**config.mk**
```make
export PLATFORM = sky130hd
export DESIGN_NAME = erdl_loader_top
export DESIGN_NICKNAME = d
export VERILOG_FILES = /design/src/erdl_pkg.sv /design/src/erdl_sbus_reader.sv /design/src/erdl_loader_top.sv
export SDC_FILE = /design/constraint.sdc
export NUM_CORES = 1
export LEC_CHECK = 0
export BUFFER_PORTS_ARGS = -buffer_cell sky130_fd_sc_hd__buf_2
export CAP_MARGIN = 5
export CORE_ASPECT_RATIO = 1.4
export CORE_MARGIN = 5
export CORE_UTILIZATION = 45
export DETAILED_ROUTE_END_ITERATION = 8
export PLACE_DENSITY_LB_ADDON = 0.1
export SYNTH_ARGS = -nofsm -noshare
export SYNTH_HDL_FRONTEND = slang
export SYNTH_SLANG_ARGS = --single-unit
```
**constraint.sdc**
```tcl
create_clock -name clk_i -period 2.5 [get_ports clk_i]
set_input_delay 0.5 -clock clk_i [delete_from_list [all_inputs] [get_ports clk_i]]
set_output_delay 0.5 -clock clk_i [all_outputs]
set_load 0.02 [all_outputs]
```
**src/erdl_pkg.sv**
```systemverilog
// erdl_pkg: constants and types of the register default loader
package erdl_pkg;
  // ****************************************
  // timing
  // ****************************************
  localparam int unsigned CLK_HZ = 200_000_000;
  localparam int unsigned SCL_HZ = 100_000;
  localparam int unsigned QTR_PER_BIT = 4;
  localparam int unsigned QTR_CYC = CLK_HZ / (QTR_PER_BIT * SCL_HZ);
  localparam logic [8:0] QTR_LAST = 9'(QTR_CYC - 1);
  // ****************************************
  // serial bus framing
  // ****************************************
  localparam logic [6:0] EE_DEV_ADDR = 7'h50;
  localparam logic [3:0] BIT_ACK = 4'h8;
  localparam logic [1:0] BYTE_DEVW = 2'h0;
  localparam logic [1:0] BYTE_WADR = 2'h1;
  localparam logic [1:0] BYTE_DEVR = 2'h2;
  localparam logic [1:0] BYTE_DATA = 2'h3;
  localparam logic [1:0] PH_LOW0 = 2'h0;
  localparam logic [1:0] PH_HIGH = 2'h1;
  localparam logic [1:0] PH_MID = 2'h2;
  localparam logic [1:0] PH_LOW1 = 2'h3;
  // ****************************************
  // load map
  // ****************************************
  localparam logic [7:0] ROM_SYSCTL_F1 = 8'h0D;
  localparam logic [7:0] ROM_FEVT_F1 = 8'h1C;
  localparam logic [7:0] ROM_CARD_ID = 8'h1D;
  localparam logic [7:0] ROM_GCTRL = 8'h1E;
  localparam logic [7:0] ROM_GPO = 8'h21;
  localparam logic [2:0] LD_LAST_IDX = 3'h4;
  localparam logic [7:0] SYSCTL_LOAD_MASK = 8'h04;
  localparam logic [7:0] GPO_LOAD_MASK = 8'h1F;
  localparam int unsigned FEVT_SRC_BIT = 3;
  localparam int unsigned FEVT_LOAD_BIT = 27;
  // ****************************************
  // wishbone map and fields
  // ****************************************
  localparam logic [7:0] REG_CTRL = 8'h00;
  localparam logic [7:0] REG_STATUS = 8'h04;
  localparam logic [7:0] REG_SYSCTL = 8'h08;
  localparam logic [7:0] REG_FEVT = 8'h0C;
  localparam logic [7:0] REG_CARD_ID = 8'h10;
  localparam logic [7:0] REG_GCTRL = 8'h14;
  localparam logic [7:0] REG_GPO = 8'h18;
  localparam int unsigned CTRL_AUTO_BIT = 0;
  localparam int unsigned CTRL_KICK_BIT = 1;
  localparam int unsigned STAT_DONE_BIT = 1;
  localparam int unsigned STAT_ERR_BIT = 2;
  localparam logic CTRL_AUTO_RST = 1'b1;
  localparam logic [7:0] BYTE_RST = 8'h00;
  localparam logic [31:0] WORD_RST = 32'h0000_0000;
  typedef enum logic [2:0] {SB_IDLE = 3'b000, SB_START = 3'b001, SB_BIT = 3'b010, SB_STOP = 3'b011} erdl_sb_state_t;
  typedef enum logic [1:0] {LD_IDLE = 2'b00, LD_REQ = 2'b01, LD_WAIT = 2'b10} erdl_ld_state_t;
endpackage : erdl_pkg

```
**src/erdl_sbus_reader.sv**
```systemverilog
// erdl_sbus_reader: two-wire random read of one eeprom byte
module erdl_sbus_reader
#(
  parameter logic [8:0] QTR_LAST_P = erdl_pkg::QTR_LAST
)
(
  input wire logic clk_i,
  input wire logic rst_i,
  input wire logic rd_start_i,
  input wire logic [7:0] rd_offset_i,
  output logic rd_busy_o,
  output logic rd_done_o,
  output logic rd_nack_o,
  output logic [7:0] rd_data_o,
  input wire logic scl_i,
  output logic scl_o,
  output logic scl_oe_o,
  input wire logic sda_i,
  output logic sda_o,
  output logic sda_oe_o
);
  import erdl_pkg::*;
  // ****************************************
  // state
  // ****************************************
  erdl_sb_state_t state_reg;
  logic [8:0] qcnt_reg;
  logic [1:0] phase_reg;
  logic [3:0] bit_reg;
  logic [1:0] byte_reg;
  logic [7:0] shift_reg;
  logic [7:0] off_reg;
  logic samp_reg;
  logic nack_reg;
  logic done_reg;
  logic [7:0] data_reg;
  logic scl_oe_reg;
  logic sda_oe_reg;
  logic tick;
  logic stall;
  logic tx_byte;
  logic ack_slot;
  logic scl_low;
  logic sda_low;

  function automatic logic [7:0] byte_val(input logic [1:0] b, input logic [7:0] off);
    case (b)
      BYTE_DEVW: byte_val = {EE_DEV_ADDR, 1'b0};
      BYTE_WADR: byte_val = off;
      BYTE_DEVR: byte_val = {EE_DEV_ADDR, 1'b1};
      default: byte_val = BYTE_RST;
    endcase
  endfunction : byte_val

  // ****************************************
  // pin decode
  // ****************************************
  // stall while a slave stretches the clock low
  assign stall = (state_reg != SB_IDLE) && (phase_reg == PH_HIGH) && !scl_oe_reg && !scl_i;
  assign tick = (state_reg != SB_IDLE) && !stall && (qcnt_reg == QTR_LAST_P);
  assign tx_byte = (byte_reg != BYTE_DATA);
  assign ack_slot = (bit_reg == BIT_ACK);
  assign scl_low = (state_reg == SB_BIT || state_reg == SB_START) ? (phase_reg == PH_LOW0 || phase_reg == PH_LOW1)
                 : (state_reg == SB_STOP) ? (phase_reg == PH_LOW0) : 1'b0;
  // the data byte ends with the ack slot released, a nack that ends the read
  assign sda_low = (state_reg == SB_BIT) ? (tx_byte && !ack_slot && !shift_reg[7])
                 : (state_reg == SB_START) ? phase_reg[1]
                 : (state_reg == SB_STOP) ? !phase_reg[1] : 1'b0;
  assign rd_busy_o = (state_reg != SB_IDLE);
  assign rd_done_o = done_reg;
  assign rd_nack_o = nack_reg;
  assign rd_data_o = data_reg;
  assign scl_oe_o = scl_oe_reg;
  assign sda_oe_o = sda_oe_reg;
  assign scl_o = 1'b0;
  assign sda_o = 1'b0;

  // ****************************************
  // sequencer
  // ****************************************
  always_ff @(posedge clk_i)
  begin
    if (rst_i)
    begin
      state_reg <= SB_IDLE;
      qcnt_reg <= '0;
      phase_reg <= PH_LOW0;
      bit_reg <= '0;
      byte_reg <= BYTE_DEVW;
      shift_reg <= BYTE_RST;
      off_reg <= BYTE_RST;
      samp_reg <= 1'b0;
      nack_reg <= 1'b0;
      done_reg <= 1'b0;
      data_reg <= BYTE_RST;
      scl_oe_reg <= 1'b0;
      sda_oe_reg <= 1'b0;
    end
    else
    begin
      scl_oe_reg <= scl_low;
      sda_oe_reg <= sda_low;
      done_reg <= 1'b0;
      if (state_reg == SB_IDLE)
      begin
        if (rd_start_i)
        begin
          state_reg <= SB_START;
          off_reg <= rd_offset_i;
          qcnt_reg <= '0;
          phase_reg <= PH_LOW0;
          byte_reg <= BYTE_DEVW;
          nack_reg <= 1'b0;
        end
      end
      else if (!stall)
        qcnt_reg <= tick ? '0 : qcnt_reg + 9'h001;
      if (tick)
      begin
        phase_reg <= phase_reg + 2'h1;
        if (phase_reg == PH_MID)
          samp_reg <= sda_i;
        if (phase_reg == PH_LOW1)
        begin
          case (state_reg)
            SB_START:
            begin
              state_reg <= SB_BIT;
              bit_reg <= '0;
              shift_reg <= byte_val(byte_reg, off_reg);
            end
            SB_BIT:
            begin
              if (!ack_slot)
              begin
                bit_reg <= bit_reg + 4'h1;
                shift_reg <= {shift_reg[6:0], samp_reg};
              end
              else if (tx_byte && samp_reg)
              begin
                nack_reg <= 1'b1;
                state_reg <= SB_STOP;
              end
              else if (byte_reg == BYTE_WADR)
              begin
                byte_reg <= BYTE_DEVR;
                state_reg <= SB_START;
              end
              else if (byte_reg == BYTE_DATA)
              begin
                data_reg <= shift_reg;
                state_reg <= SB_STOP;
              end
              else
              begin
                byte_reg <= byte_reg + 2'h1;
                bit_reg <= '0;
                shift_reg <= byte_val(byte_reg + 2'h1, off_reg);
              end
            end
            SB_STOP:
            begin
              state_reg <= SB_IDLE;
              done_reg <= 1'b1;
            end
            default: state_reg <= SB_IDLE;
          endcase
        end
      end
    end
  end
endmodule : erdl_sbus_reader

```
**src/erdl_loader_top.sv**
```systemverilog
// erdl_loader_top: power-up default loader with wishbone register access
//
// The register addresses and the Wishbone interface to the registers are this design's own decisions.
module erdl_loader_top
#(
  // quarter-bit count; only a bench shortens it, to keep runs brief
  parameter logic [8:0] QTR_LAST_P = erdl_pkg::QTR_LAST
)
(
  input wire logic clk_i,
  input wire logic rst_i,
  input wire logic wb_cyc_i,
  input wire logic wb_stb_i,
  input wire logic wb_we_i,
  input wire logic [7:0] wb_adr_i,
  input wire logic [3:0] wb_sel_i,
  input wire logic [31:0] wb_dat_i,
  output logic [31:0] wb_dat_o,
  output logic wb_ack_o,
  input wire logic hbus_rst_i,
  input wire logic sbus_present_i,
  input wire logic scl_i,
  output logic scl_o,
  output logic scl_oe_o,
  input wire logic sda_i,
  output logic sda_o,
  output logic sda_oe_o,
  output logic [7:0] sysctl_f1_o,
  output logic [31:0] force_event_f1_o,
  output logic [7:0] card_id_rev_o,
  output logic [7:0] gen_ctrl_o,
  output logic [7:0] gpo_o,
  output logic load_busy_o
);
  import erdl_pkg::*;
  // ****************************************
  // declarations
  // ****************************************
  erdl_ld_state_t ld_state_reg;
  logic [2:0] idx_reg;
  logic rd_start_reg;
  logic hrst_prev_reg;
  logic busy_reg;
  logic [7:0] last_off_reg;
  logic auto_reg;
  logic done_reg;
  logic err_reg;
  logic ack_reg;
  logic [31:0] dat_reg;
  logic [7:0] sysctl_reg;
  logic [31:0] fevt_reg;
  logic [7:0] card_reg;
  logic [7:0] gctrl_reg;
  logic [7:0] gpo_reg;
  logic rd_busy;
  logic rd_done;
  logic rd_nack;
  logic [7:0] rd_data;
  logic access;
  logic wr_en;
  logic trig;
  logic ld_ok;
  logic ld_last;
  logic [31:0] rd_mux;
  logic [31:0] fevt_load;

  function automatic logic [7:0] rom_off(input logic [2:0] idx);
    case (idx)
      3'h0: rom_off = ROM_SYSCTL_F1;
      3'h1: rom_off = ROM_FEVT_F1;
      3'h2: rom_off = ROM_CARD_ID;
      3'h3: rom_off = ROM_GCTRL;
      default: rom_off = ROM_GPO;
    endcase
  endfunction : rom_off

  function automatic logic [31:0] lanes(input logic [31:0] old, input logic [31:0] nw, input logic [3:0] sel);
    for (int i = 0; i < 4; i++)
      lanes[i*8 +: 8] = sel[i] ? nw[i*8 +: 8] : old[i*8 +: 8];
  endfunction : lanes

  function automatic logic [7:0] lane0(input logic [7:0] old, input logic [31:0] nw, input logic [3:0] sel);
    lane0 = sel[0] ? nw[7:0] : old;
  endfunction : lane0

  function automatic logic wr_hit(input logic en, input logic [7:0] a, input logic [7:0] r);
    wr_hit = en && (a == r);
  endfunction : wr_hit

  // ****************************************
  // serial reader
  // ****************************************
  erdl_sbus_reader
  #(
    .QTR_LAST_P(QTR_LAST_P)
  )
  u_reader
  (
    .clk_i(clk_i),
    .rst_i(rst_i),
    .rd_start_i(rd_start_reg),
    .rd_offset_i(rom_off(idx_reg)),
    .rd_busy_o(rd_busy),
    .rd_done_o(rd_done),
    .rd_nack_o(rd_nack),
    .rd_data_o(rd_data),
    .scl_i(scl_i),
    .scl_o(scl_o),
    .scl_oe_o(scl_oe_o),
    .sda_i(sda_i),
    .sda_o(sda_o),
    .sda_oe_o(sda_oe_o)
  );

  // ****************************************
  // decode
  // ****************************************
  assign access = wb_cyc_i && wb_stb_i && !ack_reg;
  assign wr_en = access && wb_we_i;
  // a kick from software also needs the bus present, else the load would only fail
  assign trig = sbus_present_i && ((hrst_prev_reg && !hbus_rst_i && auto_reg)
              || (wr_hit(wr_en, wb_adr_i, REG_CTRL) && wb_sel_i[0] && wb_dat_i[CTRL_KICK_BIT]));
  assign ld_ok = (ld_state_reg == LD_WAIT) && rd_done && !rd_nack;
  assign ld_last = (idx_reg == LD_LAST_IDX);
  assign fevt_load = 32'(rd_data[FEVT_SRC_BIT]) << FEVT_LOAD_BIT;
  assign rd_mux = (wb_adr_i == REG_CTRL) ? {31'h0000_0000, auto_reg}
                : (wb_adr_i == REG_STATUS) ? {28'h000_0000, sbus_present_i, err_reg, done_reg, rd_busy}
                : (wb_adr_i == REG_SYSCTL) ? {24'h00_0000, sysctl_reg}
                : (wb_adr_i == REG_FEVT) ? fevt_reg
                : (wb_adr_i == REG_CARD_ID) ? {24'h00_0000, card_reg}
                : (wb_adr_i == REG_GCTRL) ? {24'h00_0000, gctrl_reg}
                : (wb_adr_i == REG_GPO) ? {24'h00_0000, gpo_reg} : WORD_RST;
  assign wb_ack_o = ack_reg;
  assign wb_dat_o = dat_reg;
  assign sysctl_f1_o = sysctl_reg;
  assign force_event_f1_o = fevt_reg;
  assign card_id_rev_o = card_reg;
  assign gen_ctrl_o = gctrl_reg;
  assign gpo_o = gpo_reg;
  assign load_busy_o = busy_reg;

  // ****************************************
  // load sequencer
  // ****************************************
  always_ff @(posedge clk_i)
  begin
    if (rst_i)
    begin
      ld_state_reg <= LD_IDLE;
      idx_reg <= '0;
      rd_start_reg <= 1'b0;
      hrst_prev_reg <= 1'b0;
      busy_reg <= 1'b0;
      last_off_reg <= BYTE_RST;
    end
    else
    begin
      hrst_prev_reg <= hbus_rst_i;
      rd_start_reg <= (ld_state_reg == LD_REQ);
      if (rd_start_reg)
        last_off_reg <= rom_off(idx_reg);
      case (ld_state_reg)
        LD_IDLE:
          if (trig)
          begin
            ld_state_reg <= LD_REQ;
            busy_reg <= 1'b1;
            idx_reg <= '0;
          end
        LD_REQ: ld_state_reg <= LD_WAIT;
        LD_WAIT:
          if (rd_done)
          begin
            ld_state_reg <= (rd_nack || ld_last) ? LD_IDLE : LD_REQ;
            busy_reg <= !(rd_nack || ld_last);
            idx_reg <= idx_reg + 3'h1;
          end
        default:
        begin
          ld_state_reg <= LD_IDLE;
          busy_reg <= 1'b0;
        end
      endcase
    end
  end

  // ****************************************
  // registers and wishbone
  // ****************************************
  // a load in the same cycle as a software write wins, as does a status set over its clear
  always_ff @(posedge clk_i)
  begin
    if (rst_i)
    begin
      ack_reg <= 1'b0;
      dat_reg <= WORD_RST;
      auto_reg <= CTRL_AUTO_RST;
      done_reg <= 1'b0;
      err_reg <= 1'b0;
      sysctl_reg <= BYTE_RST;
      fevt_reg <= WORD_RST;
      card_reg <= BYTE_RST;
      gctrl_reg <= BYTE_RST;
      gpo_reg <= BYTE_RST;
    end
    else
    begin
      ack_reg <= access;
      if (access)
        dat_reg <= rd_mux;
      if (wr_hit(wr_en, wb_adr_i, REG_CTRL) && wb_sel_i[0])
        auto_reg <= wb_dat_i[CTRL_AUTO_BIT];
      done_reg <= (ld_ok && ld_last) || (done_reg && !(wr_hit(wr_en, wb_adr_i, REG_STATUS)
                  && wb_sel_i[0] && wb_dat_i[STAT_DONE_BIT]));
      err_reg <= (ld_state_reg == LD_WAIT && rd_done && rd_nack) || (err_reg && !(wr_hit(wr_en, wb_adr_i,
                 REG_STATUS) && wb_sel_i[0] && wb_dat_i[STAT_ERR_BIT]));
      if (ld_ok && idx_reg == 3'h0)
        sysctl_reg <= (sysctl_reg & ~SYSCTL_LOAD_MASK) | (rd_data & SYSCTL_LOAD_MASK);
      else if (wr_hit(wr_en, wb_adr_i, REG_SYSCTL))
        sysctl_reg <= lane0(sysctl_reg, wb_dat_i, wb_sel_i);
      if (ld_ok && idx_reg == 3'h1)
        fevt_reg <= (fevt_reg & ~(32'h1 << FEVT_LOAD_BIT)) | fevt_load;
      else if (wr_hit(wr_en, wb_adr_i, REG_FEVT))
        fevt_reg <= lanes(fevt_reg, wb_dat_i, wb_sel_i);
      if (ld_ok && idx_reg == 3'h2)
        card_reg <= rd_data;
      else if (wr_hit(wr_en, wb_adr_i, REG_CARD_ID))
        card_reg <= lane0(card_reg, wb_dat_i, wb_sel_i);
      if (ld_ok && idx_reg == 3'h3)
        gctrl_reg <= rd_data;
      else if (wr_hit(wr_en, wb_adr_i, REG_GCTRL))
        gctrl_reg <= lane0(gctrl_reg, wb_dat_i, wb_sel_i);
      if (ld_ok && ld_last)
        gpo_reg <= (gpo_reg & ~GPO_LOAD_MASK) | (rd_data & GPO_LOAD_MASK);
      else if (wr_hit(wr_en, wb_adr_i, REG_GPO))
        gpo_reg <= lane0(gpo_reg, wb_dat_i, wb_sel_i);
    end
  end
endmodule : erdl_loader_top

```
---- Word-level counts from Yosys, hierarchy flattened ----
Cells that the tools add are included.
word-level totals
  flip-flop bits (word level) ............. 157
  input bits .............................. 53
  output and inout bits ................... 102
cells by class
  add/sub/neg operators ................... 5
  mux-type cells .......................... 82
  bitwise gates (word level) .............. 8
  reductions and logical operators ........ 97
  equality and inequality tests ........... 33
operators by type and width
  operator                                                          count
  32-bit 2-to-1 mux                                                 6
  8-bit 2-to-1 mux                                                  19
  8-bit case mux with 3 select lines                                2
  1-bit logical AND                                                 36
  9-bit 2-to-1 mux                                                  4
  2-bit nonzero test                                                17
  32-bit by 28-bit OR with 32-bit output                            1
  3-bit 2-to-1 mux                                                  10
  2-bit 2-to-1 mux                                                  14
  2-bit AND reduction                                               13
  8-bit by 5-bit == test with 1-bit output (second input constant)  3
  6-bit case mux with 4 select lines                                1
  8-bit by 4-bit == test with 1-bit output (second input constant)  2
  1-bit 2-to-1 mux                                                  16
  4-bit 2-to-1 mux                                                  4
  8-bit case mux with 2 select lines                                1
  2-bit == test (second input constant)                             6
  3-bit by 2-bit == test with 1-bit output (second input constant)  4
  1-bit zero test                                                   12
  3-bit case mux with 2 select lines                                2
  9-bit by 1-bit adder with 9-bit output (second input constant)    1
  9-bit == test (second input constant)                             1
  3-bit inequality test (second input constant)                     3
  2-bit by 1-bit == test with 1-bit output (second input constant)  4
  24 further kinds                                                  43

---- Longest topological paths before layout ----
  depth after elaboration ................. 10
  depth in mapped cells ................... 7

---- By module ----
A second synthesis with hierarchy kept.
second synthesis, totals
  cell total of the unflattened synthesis .. 838
  area total of the unflattened synthesis .. 7548.5 µm²
by module, submodules not included
  module            area each (µm²)  cells an instance  seq. area each (µm²)  instances
  erdl_loader_top   4862.2           522                2162.1                1
  erdl_sbus_reader  2686.3           316                980.9                 1

---- Worst setup path before layout ----
OpenSTA, ideal clock, no wires.
  path kind ............................... register -> register
  from .................................... register u_reader.byte_reg[1]
  to ...................................... register u_reader.shift_reg[2]
  path slack .............................. 0.372 ns
  period minus slack after synthesis ...... 2.128 ns
  data required time ...................... 2.377 ns
  cell stages (with the launch flop) ...... 8
  arrival time ............................ 2.005 ns
  setup time .............................. 0.123 ns
  path through ............................ dfxtp_1 -> inv_1 -> ha_1 -> or3_1 -> a211oi_2 -> nand3_1 -> buf_4 -> mux2_1
between the ends
  longest elaborated chain between the ends .. 8
ends and longest elaborated chain
  element                                      RTL line                 RTL
  start, declared                              erdl_sbus_reader.sv:30   logic [1:0] byte_reg;
  start signal, assigned                       erdl_sbus_reader.sv:156  byte_reg <= byte_reg + 2'h1;
  2-bit by 1-bit adder with 2-bit output       erdl_sbus_reader.sv:158  shift_reg <= byte_val(byte_reg + 2'h1, off_reg);
  2-bit == test, or another cell as far along  erdl_sbus_reader.sv:47   case (b)
  8-bit case mux with 3 select lines           erdl_sbus_reader.sv:47
  8-bit 2-to-1 mux                             erdl_sbus_reader.sv:149  else if (byte_reg == BYTE_DATA)
  8-bit 2-to-1 mux                             erdl_sbus_reader.sv:144  else if (byte_reg == BYTE_WADR)
  8-bit 2-to-1 mux                             erdl_sbus_reader.sv:139  else if (tx_byte && samp_reg)
  8-bit 2-to-1 mux                             erdl_sbus_reader.sv:134  if (!ack_slot)
  8-bit case mux with 2 select lines           erdl_sbus_reader.sv:125  case (state_reg)
  end signal, assigned                         erdl_sbus_reader.sv:130  shift_reg <= byte_val(byte_reg, off_reg);
  end signal, assigned                         erdl_sbus_reader.sv:137  shift_reg <= {shift_reg[6:0], samp_reg};
  end signal, assigned                         erdl_sbus_reader.sv:158
  end, declared                                erdl_sbus_reader.sv:31   logic [7:0] shift_reg;
Several ways; a longest one is shown, not always the timed one. The select of a mux whose other input is x is not followed.
A chain may end at the register's enable or synchronous reset.

---- Worst setup path after layout ----
  from .................................... register u_reader.phase_reg[1]
  to ...................................... register u_reader.shift_reg[1]
between the ends
  longest elaborated chain between the ends .. 8
ends and longest elaborated chain
  element                                   RTL line                 RTL
  start, declared                           erdl_sbus_reader.sv:28   logic [1:0] phase_reg;
  start signal, assigned                    erdl_sbus_reader.sv:120  phase_reg <= phase_reg + 2'h1;
  2-bit by 1-bit == test with 1-bit output  erdl_sbus_reader.sv:59   assign stall = (state_reg != SB_IDLE) && (phase_reg == PH_HIGH) && !scl_oe_reg && !scl_i;
  1-bit logical AND (3 in a row)            erdl_sbus_reader.sv:59
  1-bit zero test                           erdl_sbus_reader.sv:60   assign tick = (state_reg != SB_IDLE) && !stall && (qcnt_reg == QTR_LAST_P);
  1-bit logical AND (2 in a row)            erdl_sbus_reader.sv:60
  6-bit AND reduction (no line) *           -
Every way passes the cells marked *; elsewhere a longest branch is shown, timed or not.

==> flow_metrics.py <==
metrics = {
    "yosys": {
        "compound_gate_portion_of_the_synthesized_area": 0.2163,
        "synth_top_area_cell": "sky130_fd_sc_hd__dfxtp_1",
        "synth_fa_ha_area_frac": 0.02921,
        "dominant_combinational_cell_family_by_area_after_synthesis": "simple AND/OR/NAND/NOR gates",
        "synth.top_cells.by_area": "sky130_fd_sc_hd__dfxtp_1 40%, sky130_fd_sc_hd__mux2i_1 5.7%, sky130_fd_sc_hd__nand2_1 3.8%, sky130_fd_sc_hd__a21oi_1 3.6%, sky130_fd_sc_hd__nand4_1 3.3%",
        "synth-edff-count": 0,
        "yosysMostFrequentCell": "sky130_fd_sc_hd__dfxtp_1",
        "yosys.area_share.simple": 0.2368,
        "postSynthCellCount": 895,
        "ys_top_cells_by_count": "154 x sky130_fd_sc_hd__dfxtp_1, 78 x sky130_fd_sc_hd__nand2_1, 59 x sky130_fd_sc_hd__nor2_1, 56 x sky130_fd_sc_hd__a21oi_1, 53 x sky130_fd_sc_hd__clkbuf_1",
        "synth_top_flop_cell": "sky130_fd_sc_hd__dfxtp_1",
        "synth.yosys.seq_area_share": 0.3999,
        "synth.area.mux_share": 0.06297,
        "async_reset_ff_frac": 0,
        "ys_ff_latch": 154,
        "synth-xor-area-share": 0.002272,
        "syn_area_per_cell_um2": 8.614,
        "synth_cell_types": 79,
        "post_synth_instance_area_um2": 7710,
        "synth_warnings": 0,
        "synth_top_area_share": 0.3999,
    },
    "setup_path": {
        "worstSetupStartpointType": "register",
        "worstSetupEndpointType": "register",
        "setup.worst_path.class": "register to register",
        "critical_path.reg2reg.startpoint": "u_reader.phase_reg[1]",
        "crit_path_max_fanout": 11,
        "setup.worst_path.start": "u_reader.phase_reg[1]",
        "ff2ff_setup_slack_ns": 0.33,
        "crit_arrival_ns": 2.49,
        "timing.critical_path.required_ns": 2.82,
    },
    "sta": {
        "timing.fmax_ghz": 0.4603,
        "setup_tns_ns": 0,
        "period_needed_ns": 2.173,
        "timing_hold_violations_final": 0,
        "worst_slew_pin_slew_ns": 1.073,
        "max-slew-margin-rel": 0.2846,
        "timing.clock.skew_ns": 0.007683,
        "fin_crit_sh": 0.8690,
        "unrepaired_setup_endpoints_after_global_routing": "no",
        "finalHoldWorstSlack_ns": 0.3045,
        "setup_violators_final": 0,
        "drv_slew": 0,
    },
    "global_routing": {
        "met1_usage": 0.2775,
        "global_route.usage.total": 0.2257,
        "grt_pass1_vias": 6794,
        "globalRoute.busiestLayer": "met2",
        "grtUsageMet2": 0.3918,
        "globalRouteOverflowTotal": 0,
        "grt_pass1_wl_mm": 35.82,
        "grt_max_degree": 115,
        "initial_antenna_violation_count": 0,
        "met3_usage": 0.04042,
    },
    "cts": {
        "tritoncts.num_buffers": 17,
        "cts.repair_timing.setup_buffer_count": 0,
        "cts_hold_repair.buffers": 0,
        "cts.sinks": 154,
        "clock-root-buffer": "sky130_fd_sc_hd__clkbuf_16",
        "ctsLongestPathBuffers": 2,
        "cts_tree": "yes",
        "clock_latency_ns": 0.43,
        "htree_levels": 4,
        "worst_setup_hold_path_clk_slew_ns": 0.06,
        "cts_repair_resize_count": 0,
    },
    "placed_design": {
        "place.detailed.hpwl_mm": 16.61,
        "placement.cell_area_um2": 8800,
        "port_buffer_count": 152,
        "routability_congestion_estimate_from_global_placement": 0.9436,
    },
    "drt": {
        "drtPass1Iterations": 5,
        "drc": 0,
        "route.final.wire_length_mm": 22.83,
        "dr_total_vias": 7376,
        "route.detailed.wl_per_inst_um": 18.24,
        "route.detailed.vias_per_inst": 5.891,
        "drt_iter0_drc": 593,
        "ant_nets": 0,
    },
    "hold_path": {
        "min-delay-start": "hbus_rst_i",
        "timing.hold.worst.class": "primary input to register",
    },
    "cells_and_area": {
        "fraction_of_final_layout_cells_sized_beyond_drive_strength_1": 0.2412,
        "design_area_um2": 9429,
        "layout.nets": 1107,
        "area.growth.synth_to_final_pct": 22.30,
        "final_core_area_utilization": 0.5607,
        "num_antenna_cells": 0,
    },
    "pwr": {
        "post-layout-total-power_mw": 5.515,
        "pwr_density_cell_nw_per_um2": 584.9,
        "leakage_nw": 3.959,
        "ir_drop_v": 0.0003376,
    },
    "flow_run": {
        "count_of_max_cap_constraint_violations": 0,
    },
    "floorplanning": {
        "io_pins": 155,
        "coreArea_um2": 16820,
        "floorplan.die_area_um2": 19890,
        "chipWidth_um": 120.6,
        "die_h_um": 164.9,
        "std_cell_rows": 56,
        "initial_utilization": 0.4585,
    },
    "run_status": {
        "outcome": "finished, final reports clean",
    },
}
==> layout make-up <==
cell class / count / area, um2
Fill cell: 1600 / 7387
Multi-Input combinational cell: 646 / 4229
Sequential cell: 154 / 3083
Timing Repair Buffer: 199 / 1166
Clock buffer: 22 / 464.2
Tap cell: 203 / 254.0
Clock inverter: 10 / 165.2
Inverter: 18 / 67.56
==> cells in the final DEF (no fill, tap or decap), types with 8 or more instances in the layout <==
cell type / instances
sky130_fd_sc_hd__buf_2: 151
sky130_fd_sc_hd__o31ai_1: 20
sky130_fd_sc_hd__nor2_1: 59
sky130_fd_sc_hd__o21ai_1: 9
sky130_fd_sc_hd__o21ai_0: 25
sky130_fd_sc_hd__nor4_1: 9
sky130_fd_sc_hd__nand2_1: 78
sky130_fd_sc_hd__nor2b_1: 19
sky130_fd_sc_hd__a211oi_1: 10
sky130_fd_sc_hd__nand3_1: 41
sky130_fd_sc_hd__a21boi_0: 9
sky130_fd_sc_hd__nand2b_1: 8
sky130_fd_sc_hd__inv_1: 17
sky130_fd_sc_hd__nand4_1: 41
sky130_fd_sc_hd__clkbuf_16: 17
sky130_fd_sc_hd__mux2i_1: 44
sky130_fd_sc_hd__a22oi_1: 26
sky130_fd_sc_hd__buf_4: 44
sky130_fd_sc_hd__ha_1: 18
sky130_fd_sc_hd__and3_1: 14
sky130_fd_sc_hd__a21oi_1: 56
sky130_fd_sc_hd__a311oi_1: 16
sky130_fd_sc_hd__a31o_2: 10
sky130_fd_sc_hd__a31oi_1: 18
sky130_fd_sc_hd__dfxtp_1: 154
sky130_fd_sc_hd__and2_1: 12
==> where the power goes <==
| group | internal, mW | switching [mW] | total [mW] |
|---|---|---|---|
| logic | 0.0950 | 0.185 | 0.280 |
| registers | 2.46 | 0.00577 | 2.47 |
| clock network | 1.73 | 1.04 | 2.77 |
| total | 4.28 | 1.23 | 5.51 |
==> critical path, stage by stage (launching register included) <==
cell and delay [ns]:
sky130_fd_sc_hd__dfxtp_1 0.35, sky130_fd_sc_hd__inv_1 0.09, sky130_fd_sc_hd__ha_1 0.14, sky130_fd_sc_hd__nor3b_1 0.68, sky130_fd_sc_hd__nor4_4 0.11, sky130_fd_sc_hd__nand3_1 0.12, sky130_fd_sc_hd__buf_4 0.21, sky130_fd_sc_hd__mux2_2 0.35
==> final timing paths <==
kind / endpoint / cells after the start
max: u_reader.shift_reg[1] / 7
min: hrst_prev_reg / 2
max reg2reg: u_reader.shift_reg[1] / 7
min reg2reg: force_event_f1_o[25] / 2
==> through the flow <==
| stage | worst slack [ns] | instances |
|---|---|---|
| after detailed placement | 0.2923 | 1220 |
| final | 0.3275 | 1252 |
| after CTS | 0.3055 | 1252 |
| after global routing | 0.09995 | 1252 |
| after global placement | 0.2987 | 1220 |
| after floorplan | 0.3715 | 896 |
==> logic make-up after synthesis <==
kind of cell    after synthesis
simple gates                335
flops                       154
fa+ha+maj                    18
mux                          48
other cells                   1
compound gates              241
buf+inv                      96
xor+xnor                      2
==> metal layers <==
metal	wire length (um)	part of all wire	vias to the layer above
met5	0	0	-
met4	570	0.025	0
met2	11580	0.51	192
met3	1049	0.046	41
met1	9637	0.42	3521
li1	-	-	3622
(Power assumes the default switching activity.)
